## config.mk

```make
export PLATFORM = sky130hd
export DESIGN_NAME = rbg_beacon_gen
export DESIGN_NICKNAME = d
export VERILOG_FILES = /design/src/rbg_pkg.sv /design/src/rbg_template_mem.sv /design/src/rbg_beacon_gen.sv
export SDC_FILE = /design/constraint.sdc
export NUM_CORES = 1
export LEC_CHECK = 0
export BUFFER_PORTS_ARGS = -buffer_cell sky130_fd_sc_hd__buf_2
export CORE_MARGIN = 2
export CORE_UTILIZATION = 45
export DETAILED_ROUTE_END_ITERATION = 10
export PLACE_DENSITY = 0.65
export SYNTH_ARGS = -nofsm -noshare
export SYNTH_HDL_FRONTEND = slang
export SYNTH_SLANG_ARGS = --single-unit
```

## constraint.sdc

```tcl
create_clock -name aclk -period 5.3 [get_ports aclk]
set_clock_uncertainty 0.2 [all_clocks]
set_input_delay 0 -clock aclk [delete_from_list [all_inputs] [get_ports aclk]]
set_output_delay 0 -clock aclk [all_outputs]
set_load 0.03 [all_outputs]
```

## src/rbg_pkg.sv

```systemverilog
package rbg_pkg;

    ////////////////////////////////////////////////////////////////////////////
    // Register map: printed offsets are register indices, byte address is 4x
    localparam int AXI_ADDR_W = 12;
    localparam int AXI_DATA_W = 32;
    localparam int BYTE_ADDR_SHIFT = 2;
    localparam int REG_IDX_W = 8;
    localparam logic [7:0] IDX_CONTROL = 8'hDC;
    localparam logic [7:0] IDX_INTERVAL_LOW = 8'hDE;
    localparam logic [7:0] IDX_INTERVAL_HIGH = 8'hE0;
    localparam logic [7:0] IDX_TEMPLATE_INDEX = 8'hE2;
    localparam logic [7:0] IDX_TEMPLATE_VALUE = 8'hE4;
    localparam logic [1:0] RESP_OKAY = 2'h0;
    localparam logic [1:0] RESP_SLVERR = 2'h2;
    localparam logic [15:0] REG_RESET = 16'h0000;

    ////////////////////////////////////////////////////////////////////////////
    // Frame template and sequence identifier placement
    localparam int TEMPLATE_IDX_W = 6;
    localparam int TEMPLATE_DEPTH = 64;
    localparam logic [5:0] FRAME_LAST_POS = 6'h27;
    localparam logic [5:0] SEQ_ID_POS = 6'h1A;
    localparam logic [1:0] SEQ_ID_LAST_BYTE = 2'h3;

    ////////////////////////////////////////////////////////////////////////////
    // Interval timer: counts at 50 MHz, aclk runs at 10 MHz
    localparam int INTERVAL_CLOCK_HZ = 50_000_000;
    localparam int ACLK_HZ = 10_000_000;
    localparam logic [31:0] COUNTS_PER_ACLK = 32'(INTERVAL_CLOCK_HZ / ACLK_HZ);

    ////////////////////////////////////////////////////////////////////////////
    // Types
    typedef struct packed {
        logic gen_rst;
        logic gen_on_port_b;
        logic gen_on_port_a;
        logic timer_en;
    } rbg_ctrl_s;

    typedef struct packed {
        logic valid;
        logic [7:0] data;
        logic last;
    } rbg_byte_s;

    typedef enum logic [1:0] {
        GEN_IDLE,
        GEN_ADDR,
        GEN_LOAD,
        GEN_HOLD
    } rbg_gen_e;

endpackage

```

## src/rbg_template_mem.sv

```systemverilog
`timescale 1ns/1ps
module rbg_template_mem import rbg_pkg::*; #(
    parameter int DEPTH = TEMPLATE_DEPTH,
    parameter int IDX_W = TEMPLATE_IDX_W
) (
    // Clock
    input wire logic aclk,
    // Software write port
    input wire logic we,
    input wire logic [IDX_W-1:0] waddr,
    input wire logic [7:0] wdata,
    // Software read port
    input wire logic [IDX_W-1:0] raddr_sw,
    output logic [7:0] rdata_sw,
    // Generator read port
    input wire logic [IDX_W-1:0] raddr_gen,
    output logic [7:0] rdata_gen
);

    logic [7:0] mem [DEPTH];

    // No reset: software must load the template before use
    always_ff @(posedge aclk) begin
        if (we) begin
            mem[waddr] <= wdata;
        end
        rdata_sw <= mem[raddr_sw];
        rdata_gen <= mem[raddr_gen];
    end

endmodule // rbg_template_mem

```

## src/rbg_beacon_gen.sv

```systemverilog
// The implementer's own choice: the AXI4-Lite slave port.
`timescale 1ns/1ps
module rbg_beacon_gen import rbg_pkg::*; (
    // Clock and reset
    input wire logic aclk,
    input wire logic aresetn,
    // AXI4-Lite write address and data
    input wire logic s_axi_awvalid,
    output logic s_axi_awready,
    input wire logic [AXI_ADDR_W-1:0] s_axi_awaddr,
    input wire logic s_axi_wvalid,
    output logic s_axi_wready,
    input wire logic [AXI_DATA_W-1:0] s_axi_wdata,
    input wire logic [3:0] s_axi_wstrb,
    // AXI4-Lite write response
    output logic s_axi_bvalid,
    input wire logic s_axi_bready,
    output logic [1:0] s_axi_bresp,
    // AXI4-Lite read
    input wire logic s_axi_arvalid,
    output logic s_axi_arready,
    input wire logic [AXI_ADDR_W-1:0] s_axi_araddr,
    output logic s_axi_rvalid,
    input wire logic s_axi_rready,
    output logic [AXI_DATA_W-1:0] s_axi_rdata,
    output logic [1:0] s_axi_rresp,
    // Beacon byte streams toward the two ring ports
    output rbg_byte_s beacon_a,
    input wire logic tx_ready_a,
    output rbg_byte_s beacon_b,
    input wire logic tx_ready_b,
    // Per-port generation request (frame pending)
    output logic [1:0] gen_req
);

    typedef struct packed {
        logic awready;
        logic wready;
        logic bvalid;
        logic [1:0] bresp;
        logic arready;
        logic rd_pend;
        logic [AXI_ADDR_W-1:0] rd_addr;
        logic rvalid;
        logic [1:0] rresp;
        logic [AXI_DATA_W-1:0] rdata;
        rbg_ctrl_s ctrl;
        logic [31:0] interval_count_value;
        logic [TEMPLATE_IDX_W-1:0] template_byte_position;
        logic timer_en_d;
        logic [31:0] remain;
        logic [31:0] seq;
        logic [1:0] pend;
        rbg_gen_e gen;
        logic port;
        logic [TEMPLATE_IDX_W-1:0] pos;
        logic [31:0] cur_seq;
        rbg_byte_s out_a;
        rbg_byte_s out_b;
    } rbg_state_s;

    rbg_state_s s;
    rbg_state_s next_s;

    logic mem_we;
    logic [7:0] mem_wdata;
    logic [7:0] mem_rdata_sw;
    logic [7:0] mem_rdata_gen;
    logic fire;
    logic timer_rise;
    logic [REG_IDX_W-1:0] wr_idx;
    logic [REG_IDX_W-1:0] rd_idx;
    logic wr_aligned;
    logic rd_aligned;
    logic [15:0] wr_merged;
    logic [15:0] wr_old;
    logic [5:0] seq_off;
    logic [1:0] seq_sel;
    logic in_seq;
    logic [7:0] gen_byte;
    logic port_ready;
    logic port_enabled;

    ////////////////////////////////////////////////////////////////////////////
    // Template storage

    rbg_template_mem #(
        .DEPTH(TEMPLATE_DEPTH),
        .IDX_W(TEMPLATE_IDX_W)
    ) u_template (
        .aclk(aclk),
        .we(mem_we),
        .waddr(s.template_byte_position),
        .wdata(mem_wdata),
        .raddr_sw(s.template_byte_position),
        .rdata_sw(mem_rdata_sw),
        .raddr_gen(s.pos),
        .rdata_gen(mem_rdata_gen)
    );

    ////////////////////////////////////////////////////////////////////////////
    // Address decode helpers

    assign wr_idx = s_axi_awaddr[BYTE_ADDR_SHIFT +: REG_IDX_W];
    assign rd_idx = s.rd_addr[BYTE_ADDR_SHIFT +: REG_IDX_W];
    // Bits below the word and above the map must be zero to hit a register
    assign wr_aligned = (s_axi_awaddr[BYTE_ADDR_SHIFT-1:0] == '0)
        && (s_axi_awaddr[AXI_ADDR_W-1:BYTE_ADDR_SHIFT+REG_IDX_W] == '0);
    assign rd_aligned = (s.rd_addr[BYTE_ADDR_SHIFT-1:0] == '0)
        && (s.rd_addr[AXI_ADDR_W-1:BYTE_ADDR_SHIFT+REG_IDX_W] == '0);

    always_comb begin
        case (wr_idx)
            IDX_CONTROL: wr_old = {12'h000, s.ctrl};
            IDX_INTERVAL_LOW: wr_old = s.interval_count_value[15:0];
            IDX_INTERVAL_HIGH: wr_old = s.interval_count_value[31:16];
            IDX_TEMPLATE_INDEX: wr_old = {10'h000, s.template_byte_position};
            default: wr_old = REG_RESET;
        endcase
    end

    assign wr_merged = {s_axi_wstrb[1] ? s_axi_wdata[15:8] : wr_old[15:8],
                        s_axi_wstrb[0] ? s_axi_wdata[7:0] : wr_old[7:0]};

    // Sequence identifier sits big-endian over four template bytes
    assign seq_off = s.pos - SEQ_ID_POS;
    assign in_seq = (s.pos >= SEQ_ID_POS) && (seq_off[5:2] == 4'h0);
    assign seq_sel = SEQ_ID_LAST_BYTE - seq_off[1:0];
    assign gen_byte = in_seq ? s.cur_seq[{seq_sel, 3'b000} +: 8] : mem_rdata_gen;
    assign port_ready = s.port ? tx_ready_b : tx_ready_a;
    assign port_enabled = s.port ? s.ctrl.gen_on_port_b : s.ctrl.gen_on_port_a;
    assign timer_rise = s.ctrl.timer_en && !s.timer_en_d;

    ////////////////////////////////////////////////////////////////////////////
    // Next state

    always_comb begin
        next_s = s;
        mem_we = 1'b0;
        mem_wdata = 8'h00;
        fire = 1'b0;

        // Interval timer; a fresh enable fires at once and restarts
        next_s.timer_en_d = s.ctrl.timer_en;
        if (timer_rise) begin
            fire = 1'b1;
            next_s.remain = s.interval_count_value;
        end else if (s.ctrl.timer_en) begin
            if (s.remain <= COUNTS_PER_ACLK) begin
                fire = 1'b1;
                next_s.remain = s.interval_count_value;
            end else begin
                next_s.remain = s.remain - COUNTS_PER_ACLK;
            end
        end

        // Requests die with their enable; a new request beats a clear
        next_s.pend = s.pend & {s.ctrl.gen_on_port_b, s.ctrl.gen_on_port_a};

        // Frame serializer
        case (s.gen)
            GEN_IDLE: begin
                if (s.pend[0] && s.ctrl.gen_on_port_a) begin
                    next_s.port = 1'b0;
                    next_s.pend[0] = 1'b0;
                    next_s.gen = GEN_ADDR;
                end else if (s.pend[1] && s.ctrl.gen_on_port_b) begin
                    next_s.port = 1'b1;
                    next_s.pend[1] = 1'b0;
                    next_s.gen = GEN_ADDR;
                end
                next_s.pos = '0;
                next_s.cur_seq = s.seq;
            end
            GEN_ADDR: begin
                next_s.gen = GEN_LOAD;
            end
            GEN_LOAD: begin
                // Dropping the enable cuts the frame short before the next byte
                if (!port_enabled) begin
                    next_s.gen = GEN_IDLE;
                end else begin
                    if (s.port) begin
                        next_s.out_b = '{valid: 1'b1, data: gen_byte, last: s.pos == FRAME_LAST_POS};
                    end else begin
                        next_s.out_a = '{valid: 1'b1, data: gen_byte, last: s.pos == FRAME_LAST_POS};
                    end
                    next_s.gen = GEN_HOLD;
                end
            end
            GEN_HOLD: begin
                if (port_ready) begin
                    next_s.out_a.valid = 1'b0;
                    next_s.out_b.valid = 1'b0;
                    if (s.pos == FRAME_LAST_POS) begin
                        next_s.gen = GEN_IDLE;
                    end else begin
                        next_s.pos = s.pos + 1'b1;
                        next_s.gen = GEN_ADDR;
                    end
                end
            end
            default: begin
                next_s.gen = GEN_IDLE;
            end
        endcase

        if (fire) begin
            next_s.pend = next_s.pend | {s.ctrl.gen_on_port_b, s.ctrl.gen_on_port_a};
            next_s.seq = s.seq + 32'h0000_0001;
        end

        // Generator reset wins over everything the generator owns
        if (s.ctrl.gen_rst) begin
            fire = 1'b0;
            next_s.timer_en_d = 1'b0;
            next_s.remain = '0;
            next_s.seq = '0;
            next_s.pend = '0;
            next_s.gen = GEN_IDLE;
            next_s.pos = '0;
            next_s.cur_seq = '0;
            next_s.out_a = '0;
            next_s.out_b = '0;
        end

        // Write channel: take address and data together, answer one cycle on
        next_s.awready = !s.awready && !s.bvalid && s_axi_awvalid && s_axi_wvalid;
        next_s.wready = next_s.awready;
        if (s.awready) begin
            next_s.bvalid = 1'b1;
            next_s.bresp = RESP_OKAY;
            if (!wr_aligned) begin
                next_s.bresp = RESP_SLVERR;
            end else begin
                case (wr_idx)
                    IDX_CONTROL: next_s.ctrl = rbg_ctrl_s'(wr_merged[3:0]);
                    IDX_INTERVAL_LOW: next_s.interval_count_value[15:0] = wr_merged;
                    IDX_INTERVAL_HIGH: next_s.interval_count_value[31:16] = wr_merged;
                    IDX_TEMPLATE_INDEX: next_s.template_byte_position = wr_merged[5:0];
                    IDX_TEMPLATE_VALUE: begin
                        mem_we = s_axi_wstrb[0];
                        mem_wdata = s_axi_wdata[7:0];
                    end
                    default: next_s.bresp = RESP_SLVERR;
                endcase
            end
        end
        if (s.bvalid && s_axi_bready) begin
            next_s.bvalid = 1'b0;
        end

        // Read channel: one spare cycle lets the template read settle
        next_s.arready = !s.arready && !s.rd_pend && !s.rvalid && s_axi_arvalid;
        if (s.arready) begin
            next_s.rd_addr = s_axi_araddr;
            next_s.rd_pend = 1'b1;
        end
        if (s.rd_pend) begin
            next_s.rd_pend = 1'b0;
            next_s.rvalid = 1'b1;
            next_s.rresp = RESP_OKAY;
            next_s.rdata = '0;
            if (!rd_aligned) begin
                next_s.rresp = RESP_SLVERR;
            end else begin
                case (rd_idx)
                    IDX_CONTROL: next_s.rdata[3:0] = s.ctrl;
                    IDX_INTERVAL_LOW: next_s.rdata[15:0] = s.interval_count_value[15:0];
                    IDX_INTERVAL_HIGH: next_s.rdata[15:0] = s.interval_count_value[31:16];
                    IDX_TEMPLATE_INDEX: next_s.rdata[5:0] = s.template_byte_position;
                    IDX_TEMPLATE_VALUE: next_s.rdata[7:0] = mem_rdata_sw;
                    default: next_s.rresp = RESP_SLVERR;
                endcase
            end
        end
        if (s.rvalid && s_axi_rready) begin
            next_s.rvalid = 1'b0;
        end
    end

    always_ff @(posedge aclk) begin
        if (!aresetn) begin
            s <= '0;
        end else begin
            s <= next_s;
        end
    end

    ////////////////////////////////////////////////////////////////////////////
    // Outputs

    assign s_axi_awready = s.awready;
    assign s_axi_wready = s.wready;
    assign s_axi_bvalid = s.bvalid;
    assign s_axi_bresp = s.bresp;
    assign s_axi_arready = s.arready;
    assign s_axi_rvalid = s.rvalid;
    assign s_axi_rdata = s.rdata;
    assign s_axi_rresp = s.rresp;
    assign beacon_a = s.out_a;
    assign beacon_b = s.out_b;
    assign gen_req = s.pend;
endmodule // rbg_beacon_gen

```

== Word level (Yosys, flattened, before mapping) ==
Memories as Yosys holds them, arrays and structs flattened. A register that Yosys moved wholly into a read port is not among the register bits.
Index checks and enable logic that the tools add are counted.

* Order comparisons: 2
* Bitwise gates (word level): 4
* Reduce and logical (&&, ||, !) cells: 47
* Muxes and demuxes: 49
* Shift operators: 1
* Eq/ne operators: 20
* Add/subtract/negate cells: 5

{| class="wikitable"
|+ Operator list
! operator !! number
|-
| two-way mux 32 bit || 3
|-
| == test 8 bit, second input constant || 10
|-
| two-way mux 8 bit || 6
|-
| case mux 16 bit (3 select lines) || 1
|-
| adder 32 x 1 -> 32 bit, second input constant || 1
|-
| <= comparator 32 x 3 -> 1 bit, second input constant || 1
|-
| variable part select 32 x 6 -> 8 bit || 1
|-
| subtractor 32 x 3 -> 32 bit, second input constant || 1
|-
| AND reduction 3 bit || 7
|-
| two-way mux 10 bit || 2
|-
| two-way mux 20 bit || 1
|-
| case mux 4 bit (5 select lines) || 1
|-
| two-way mux 16 bit || 1
|-
| two-way mux 2 bit || 8
|-
| case mux 2 bit (4 select lines) || 2
|-
| case mux 8 bit (2 select lines) || 1
|-
| two-way mux 1 bit || 15
|-
| logical AND 1 bit || 14
|-
| two-way mux 6 bit || 2
|-
| case mux 6 bit (2 select lines) || 1
|-
| logical NOT 2 bit || 5
|-
| != test 2 bit, second input constant || 5
|-
| OR reduction 5 bit || 2
|-
| AND reduction 4 bit || 2
|-
| other kinds (19) || 35
|}

* Output and inout port bits: 63
* Logic and storage cells: 159
* Memory bits (writable): 512
* Register bits after elaboration: 207
* Input bits: 69
* Memories kept: 1

{| class="wikitable"
|+ Memory list
! name !! depth !! bits a word !! read ports !! clocked after memory_dff !! write ports !! RTL line !! source
|-
| u_template.mem || 64 || 8 || 2 || 2 || 1 || rbg_template_mem.sv:20 || <nowiki>logic [7:0] mem [DEPTH];</nowiki>
|}

== Depth between registers and ports, before layout ==
Gate-level depths: netlist of the first run.

* Depth after elaboration: 7
* Depth in mapped cells: 11
* Mapped depth without buffers: 8

== Cells and area by module ==
Synthesis of the first run repeated with hierarchy kept, for this count alone.

* Cell total of the unflattened synthesis: 2497
* Area total of the unflattened synthesis: 34718.3 µm²

{| class="wikitable"
|+ Modules (own cells, without submodules)
! module !! seq. area each (µm²) !! times used !! cells an instance !! area an instance (µm²)
|-
| rbg_template_mem || 15695.1 || 1 || 1211 || 24274.5
|-
| rbg_beacon_gen || 4103.9 || 1 || 1286 || 10443.8
|}

== Worst setup path after synthesis of the first run ==
OpenSTA, ideal clock, no wires.

* Path kind: flip-flop to flip-flop
* Start point: register s[130] (netlist bit)
* End point: memory u_template.mem[13][0], enable pin
* Cell stages (with the launch flop): 8
* Arrival time: 2.478 ns
* Path buffers: 5
* Clock period less this slack: 3.049 ns
* Slack: 2.251 ns
* Required time: 4.729 ns
* Cells stage by stage: dfxtp_1 clkbuf_1 clkbuf_1 buf_1 clkbuf_1 clkbuf_1 nand3_1 nor2_1

{| class="wikitable"
|+ RTL lines
! what !! RTL line !! source
|-
| from (decl) || rbg_beacon_gen.sv:62 || <nowiki>rbg_state_s s;</nowiki>
|-
| from (signal assigned) || rbg_beacon_gen.sv:286 || <nowiki>s <= next_s;</nowiki>
|-
| to (decl) || rbg_template_mem.sv:20 ||
|}

Straight into the memory's write port.

== Worst setup path in the final report of the first run ==
* Start point: input s_axi_awaddr[11]
* End point: memory u_template.mem[12][1], enable pin

* Word-level cells in the longest chain between the ends: 6

{| class="wikitable"
|+ Ends and longest elaborated chain
! what !! RTL line !! source
|-
| from (decl) || rbg_beacon_gen.sv:10 || <nowiki>input wire logic [AXI_ADDR_W-1:0] s_axi_awaddr,</nowiki>
|-
| logical NOT 2 bit || rbg_beacon_gen.sv:108 || <nowiki>&& (s_axi_awaddr[AXI_ADDR_W-1:BYTE_ADDR_SHIFT+REG_IDX_W] == '0);</nowiki>
|-
| logical AND 1 bit || rbg_beacon_gen.sv:108 ||
|-
| two-way mux 1 bit || rbg_beacon_gen.sv:233 || <nowiki>if (!wr_aligned) begin</nowiki>
|-
| two-way mux 1 bit || rbg_beacon_gen.sv:230 || <nowiki>if (s.awready) begin</nowiki>
|-
| two-way mux 1 bit || rbg_template_mem.sv:24 || <nowiki>if (we) begin</nowiki>
|-
| two-way mux 1 bit (implied by the code) || rbg_template_mem.sv:25 || <nowiki>mem[waddr] <= wdata;</nowiki>
|}

No other way between the ends.

==> results of run 1 <==
## logic make-up after synthesis
family	after synthesis	share of synthesized area
simple gates	787	0.107
fa+ha+maj	6	0.00214
compound gates	548	0.112
mux	367	0.175
buf+inv	287	0.0387
xor+xnor	1	0.000250
other cells	1	0.000107
flops	733	0.565
## cell usage in the layout, fill, tap and decap left out, types with 14 or more instances in the layout
master	synthesis	layout
or3_1	15	15
nor3b_1	18	18
inv_1	16	16
conb_1	1	18
buf_4	62	101
mux2_2	83	83
a41o_1	14	14
nor2_1	215	214
o22ai_1	44	44
mux4_2	189	189
a31oi_1	32	32
a221oi_1	47	47
clkbuf_1	139	18
a22o_1	29	29
buf_2	19	95
a22oi_1	47	47
a221o_1	17	17
dlygate4sd3_1	0	87
nand3_1	52	52
o21ai_0	83	83
nor4_1	20	17
nand2b_1	27	26
a21oi_1	97	97
a211oi_1	14	14
nand4_1	16	16
clkbuf_16	0	87
dfxtp_1	221	213
mux2i_1	95	95
and2_1	23	15
nand2_1	242	242
nor2b_1	34	32
nor3_1	71	71
edfxtp_1	512	512
a32o_1	19	19
## critical path, cell delays in order
cell and delay [ps]:
dlygate4sd3_1 540, buf_2 120, nor4_1 500, dlygate4sd3_1 650, nand2_1 180, nor4_2 480, buf_4 280, nand2_1 380
nor2_1 1070
## flip-flops by register name (all words and copies together) (netlist names)
signal                count
s_axi_rresp               1
s                       153
gen_req                   2
rd_idx                    8
s_axi_arready             1
u_template.rdata_gen      8
s_axi_rvalid              1
beacon_a                 10
s_axi_rdata              16
s_axi_bresp               1
u_template.mem          512
s_axi_wready              1
s_axi_bvalid              1
u_template.rdata_sw       8
beacon_b                 10
## worst max path at each step
stage,startpoint,to,slack (ps),depth (start not counted)
floorplan,s[130],u_template.mem[13][0],2250,7
global placement,s[107],s[116],1640,6
detailed placement,s[107],s[116],1540,6
CTS,s_axi_awaddr[11],u_template.mem[54][5],1440,10
global route,s_axi_awaddr[11],u_template.mem[54][6],1110,10
finish,s_axi_awaddr[11],u_template.mem[12][1],1140,9
## per-stage QoR
step	total power [mW]	setup WS, ps	util	std cells
floorplan	6.28	2250	-	2747
global placement	6.31	1640	0.472	3719
detailed placement	6.31	1540	0.472	3719
CTS	12.0	1440	0.519	3951
global route	12.3	1110	0.519	3951
finish	12.0	1140	0.519	3951
## cell type report
class	count	share of cell area
clock buffer	111	0.0579
sequential	733	0.494
clock inverter	34	0.00933
tap	1040	0.0324
multi-input combinational	1727	0.350
timing repair buffer	287	0.0545
inverter	19	0.00178
## per-layer routing
metal,share of wire,wire length [µm],vias to the layer above
met4,0.048,5380,6
met5,0.00035,39,-
met2,0.46,50900,1727
li1,-,-,10906
met1,0.38,42900,13117
met3,0.11,12300,362
## power by group
group	switching, mW	internal, mW
logic	0.103	0.0770
clock network	2.35	3.38
registers	0.0100	6.05
total	2.46	9.50
## timing repair
| action | CTS | global route |
|---|---|---|
| buffers inserted | 0 | 0 |
| endpoints found under the hold margin | 163 | 0 |
| hold buffers | 87 | 0 |
==> flow_metrics.env, run 1 <==
export IMPL_required_ps=5350
export IMPL_die_area_um2=80200
export IMPL_min_to="s[54]"
export IMPL_synth_top_area_share=0.439
export IMPL_antenna_found_initial=6
export IMPL_gr_usage_met3=0.0676
export IMPL_synth_warnings=0
export IMPL_synth_most_common_cell="edfxtp_1"
export IMPL_synth_top_area_cell="edfxtp_1"
export IMPL_avgSynthCellArea_um2=12.8
export IMPL_setup_violations=0
export IMPL_ir_drop_mv=0.237
export IMPL_grt_util_met1=0.367
export IMPL_port_buffer_count=95
export IMPL_busiest_layer="met2"
export IMPL_rsz0062_at_grt="false"
export IMPL_antenna_left=0
export IMPL_critPathCaptureType="flop"
export IMPL_hold_viol_final=0
export IMPL_start_util=0.453
export IMPL_critPathLaunchType="input port"
export IMPL_core_area_um2=77300
export IMPL_routed_wl_mm=112
export IMPL_ys_seq_elements=733
export IMPL_die_y_um=283
export IMPL_netlist_top_cells_count="edfxtp_1 (512), nand2_1 (242), dfxtp_1 (221)"
export IMPL_fillers=6488
export IMPL_placed_area_um2=36500
export IMPL_synth_cell_types=76
export IMPL_cts_tree="yes"
export IMPL_htreeDepth=3
export IMPL_tightest_slew_ps=1430
export IMPL_fp_dieW_um=283
export IMPL_first_iter_violations=3628
export IMPL_max_cap_violations=0
export IMPL_clk_path_buf_depth=3
export IMPL_p_per_area_nw_per_um2=298
export IMPL_holdCritStartpoint="tx_ready_b"
export IMPL_async_reset_ff_frac=0
export IMPL_pin_count=132
export IMPL_ys_seq_area_frac=0.565
export IMPL_worstPathArrival_ps=4210
export IMPL_wire_per_inst_um=28.2
export IMPL_grt_pass1_wl_mm=165
export IMPL_grt_start_max_net_pins=91
export IMPL_firstDrtPassIters=6
export IMPL_gp_congestion=0.977
export IMPL_clk_pin_slew_worst_paths_ps=60
export IMPL_period_needed_ps=4160
export IMPL_rows=102
export IMPL_clk_root_buffer_cell="clkbuf_16"
export IMPL_rrSetupSlack_ps=1450
export IMPL_grt_pass1_vias=25269
export IMPL_synth_edf_count=512
export IMPL_post_route_period_util=0.786
export IMPL_hp_class="in2reg"
export IMPL_fin_area_um2=40100
export IMPL_overflow=0
export IMPL_path_max_fanout=8
export IMPL_drc=0
export IMPL_whs_ps=81.5
export IMPL_grt_use_met2=0.422
export IMPL_max_freq_ghz=0.240
export IMPL_track_usage=0.273
export IMPL_vias=26118
export IMPL_tns_ps=0
export IMPL_diodes=0
export IMPL_syn_inst=2730
export IMPL_cts_sinks=733
export IMPL_criticalPathCategory="in2reg"
export IMPL_fin_nets=2923
export IMPL_cts_resized=0
export IMPL_cts_buffers=80
export IMPL_multi_input_area_um2=14000
export IMPL_hold_depth=6
export IMPL_crit_reg2reg_capture="u_template.mem[26][2]"
export IMPL_ys_dominant_reg_cell="edfxtp_1"
export IMPL_dp_hpwl_mm=71.2
export IMPL_via_per_inst=6.61
export IMPL_slew_limit_headroom=0.0417
export IMPL_seq_area_um2=19800
export IMPL_p_leak_nw=14.6
export IMPL_status="complete, no violations"
export IMPL_yosys_top_cells_area="edfxtp_1 (44%), dfxtp_1 (13%), mux4_2 (12%)"
export IMPL_slew_viol_final=0
export IMPL_area_delta_synth_final_pct=14.4
export IMPL_reg2regPathDepth=4
export IMPL_insertion_delay_ps=650
export IMPL_drive_gt1_frac=0.218
export IMPL_r2r_start="s[129]"
export IMPL_syn_area_um2=35100
No activity file was read; power rests on OpenSTA's default activity.
==> run 2: changes to the inputs <==
- PLACE_DENSITY: 0.65 -> 0.67
- clock period: 5.3 -> 3.4 ns (I/O delays scaled with it)
==> run 2 against run 1 <==
  * The flow now finishes with violations (negative setup slack)
  * Critical path depth decreased by 3
  * Die area is the same
  * Cell area rose by 3.2%
  * Clock-buffer cell count is 8 lower
  * Largest cell class unchanged
  * Routed wire length grew 2.5%
  * First-iteration DRC count up 8.4%
==> flow_metrics.env, run 2 (same netlist as run 1, synthesis figures left out) <==
export IMPL_die_area_um2=80200
export IMPL_antenna_found_initial=1
export IMPL_pin_count=132
export IMPL_wire_per_inst_um=27.8
export IMPL_routed_wl_mm=114
export IMPL_final_cell_mix="edfxtp_1 (512), nand2_1 (242), buf_4 (235)"
export IMPL_regMostFlops="u_template.mem"
export IMPL_grt_start_max_net_pins=65
export IMPL_drive_gt1_frac=0.254
export IMPL_post_route_period_util=1.00
export IMPL_hold_viol_final=0
export IMPL_htreeDepth=3
export IMPL_cts_sinks=733
export IMPL_clk_root_buffer_cell="clkbuf_16"
export IMPL_setup_violations=4
export IMPL_fin_ws_ps=-7.09
export IMPL_final_common_cell="edfxtp_1"
export IMPL_path_max_fanout=35
export IMPL_gp_congestion=1.00
export IMPL_hold_depth=5
export IMPL_port_buffer_count=95
export IMPL_track_usage=0.278
export IMPL_max_freq_ghz=0.294
export IMPL_fin_nets=3081
export IMPL_crit_reg2reg_capture="u_template.mem[4][2]"
export IMPL_r2r_start="s[130]"
export IMPL_worstPathArrival_ps=3520
export IMPL_fp_dieW_um=283
export IMPL_whs_ps=49.4
export IMPL_holdCritStartpoint="s_axi_awaddr[5]"
export IMPL_overflow=0
export IMPL_rrSetupSlack_ps=-7
export IMPL_final_util=0.535
export IMPL_cts_tree="yes"
export IMPL_reg2regPathDepth=6
export IMPL_die_y_um=283
export IMPL_rows=102
export IMPL_core_area_um2=77300
export IMPL_dp_hpwl_mm=76.0
export IMPL_status="finished with violations"
export IMPL_violations="negative setup slack"
export IMPL_grt_pass1_vias=26286
export IMPL_period_needed_ps=3410
export IMPL_start_util=0.453
export IMPL_critPathCaptureType="flop"
export IMPL_clk_pin_slew_worst_paths_ps=60
export IMPL_drc=0
export IMPL_slew_viol_final=0
export IMPL_insertion_delay_ps=650
export IMPL_via_per_inst=6.51
export IMPL_tightest_slew_ps=1330
export IMPL_max_cap_violations=0
export IMPL_grt_pass1_wl_mm=169
export IMPL_post_cts_buffers=0
export IMPL_area_delta_synth_final_pct=18.1
export IMPL_ir_drop_mv=0.358
export IMPL_antenna_left=0
export IMPL_criticalPathCategory="reg2reg"
export IMPL_first_iter_violations=3934
export IMPL_cts_buffers=79
export IMPL_p_leak_nw=15.4
export IMPL_min_to="s[168]"
export IMPL_required_ps=3510
export IMPL_critPathLaunchType="flop"
export IMPL_hp_class="in2reg"
export IMPL_fillers=6345
export IMPL_clk_path_buf_depth=3
export IMPL_slew_limit_headroom=0.108
export IMPL_rsz0062_at_grt="false"
export IMPL_vias=26757
export IMPL_firstDrtPassIters=8
export IMPL_p_per_area_nw_per_um2=442
export IMPL_largest_register_ffs=512
-- run 2: through the flow --
stage          worst slack, ps  TNS, ps  cells  power [mW]  area (µm²)
2_1_floorplan              351        0   2747        9.79       35100
3_3_place_gp               134        0   3869        9.83       37900
3_5_place_dp               134        0   3869        9.84       37900
4_1_cts                    109        0   4110        18.3       41400
5_1_grt                   12.7        0   4111        18.7       41400
6_report                 -7.09    -14.7   4111        18.3       41400
-- run 2: what timing repair did --
item,in CTS,in global routing
hold buffers,96,0
hold endpoints to repair,557,0
gates resized for setup,0,2
endpoints found under the setup margin,0,155
-- run 2: power breakdown --
group / total (mW) / switching (mW) / internal [mW]
sequential: 9.45 / 0.0159 / 9.43
combinational: 0.293 / 0.163 / 0.130
clock: 8.55 / 3.63 / 4.91
total: 18.3 / 3.81 / 14.5
-- run 2: cell type report --
class	count	area [µm²]	share of cell area
Sequential cell	733	19800	0.479
Antenna cell	1	2.50	0.0000605
Tap cell	1040	1300	0.0314
Clock inverter	42	332	0.00801
Timing Repair Buffer	446	3600	0.0870
Clock buffer	103	2220	0.0537
Multi-Input combinational cell	1727	14000	0.339
Inverter	19	71.3	0.00172
-- run 2: layer usage --
metal	up-vias	global-route usage	wire [µm]	share of wire
li1	11229	-	-	-
met1	13397	0.366	43100	0.38
met2	1755	0.437	52500	0.46
met3	376	0.0584	12300	0.11
met4	0	0.146	6490	0.057
met5	-	0	0	0
-- run 2: worst max-delay path by stage --
stage	from	end	slack (ps)
floorplan	s[130]	u_template.mem[13][0]	350
global placement	s[52]	u_template.rdata_gen[4]	130
detailed placement	s[52]	u_template.rdata_gen[4]	130
CTS	s[52]	u_template.rdata_gen[4]	110
global route	s[128]	u_template.rdata_sw[3]	10
finish	s[130]	u_template.mem[4][2]	-7
-- run 2: worst max-delay path: stages (launching register included) --
cell	delay [ps]
dfxtp_4	720
inv_1	200
buf_12	210
nor3_1	580
nand2_1	600
nor2_1	280
buf_4	240
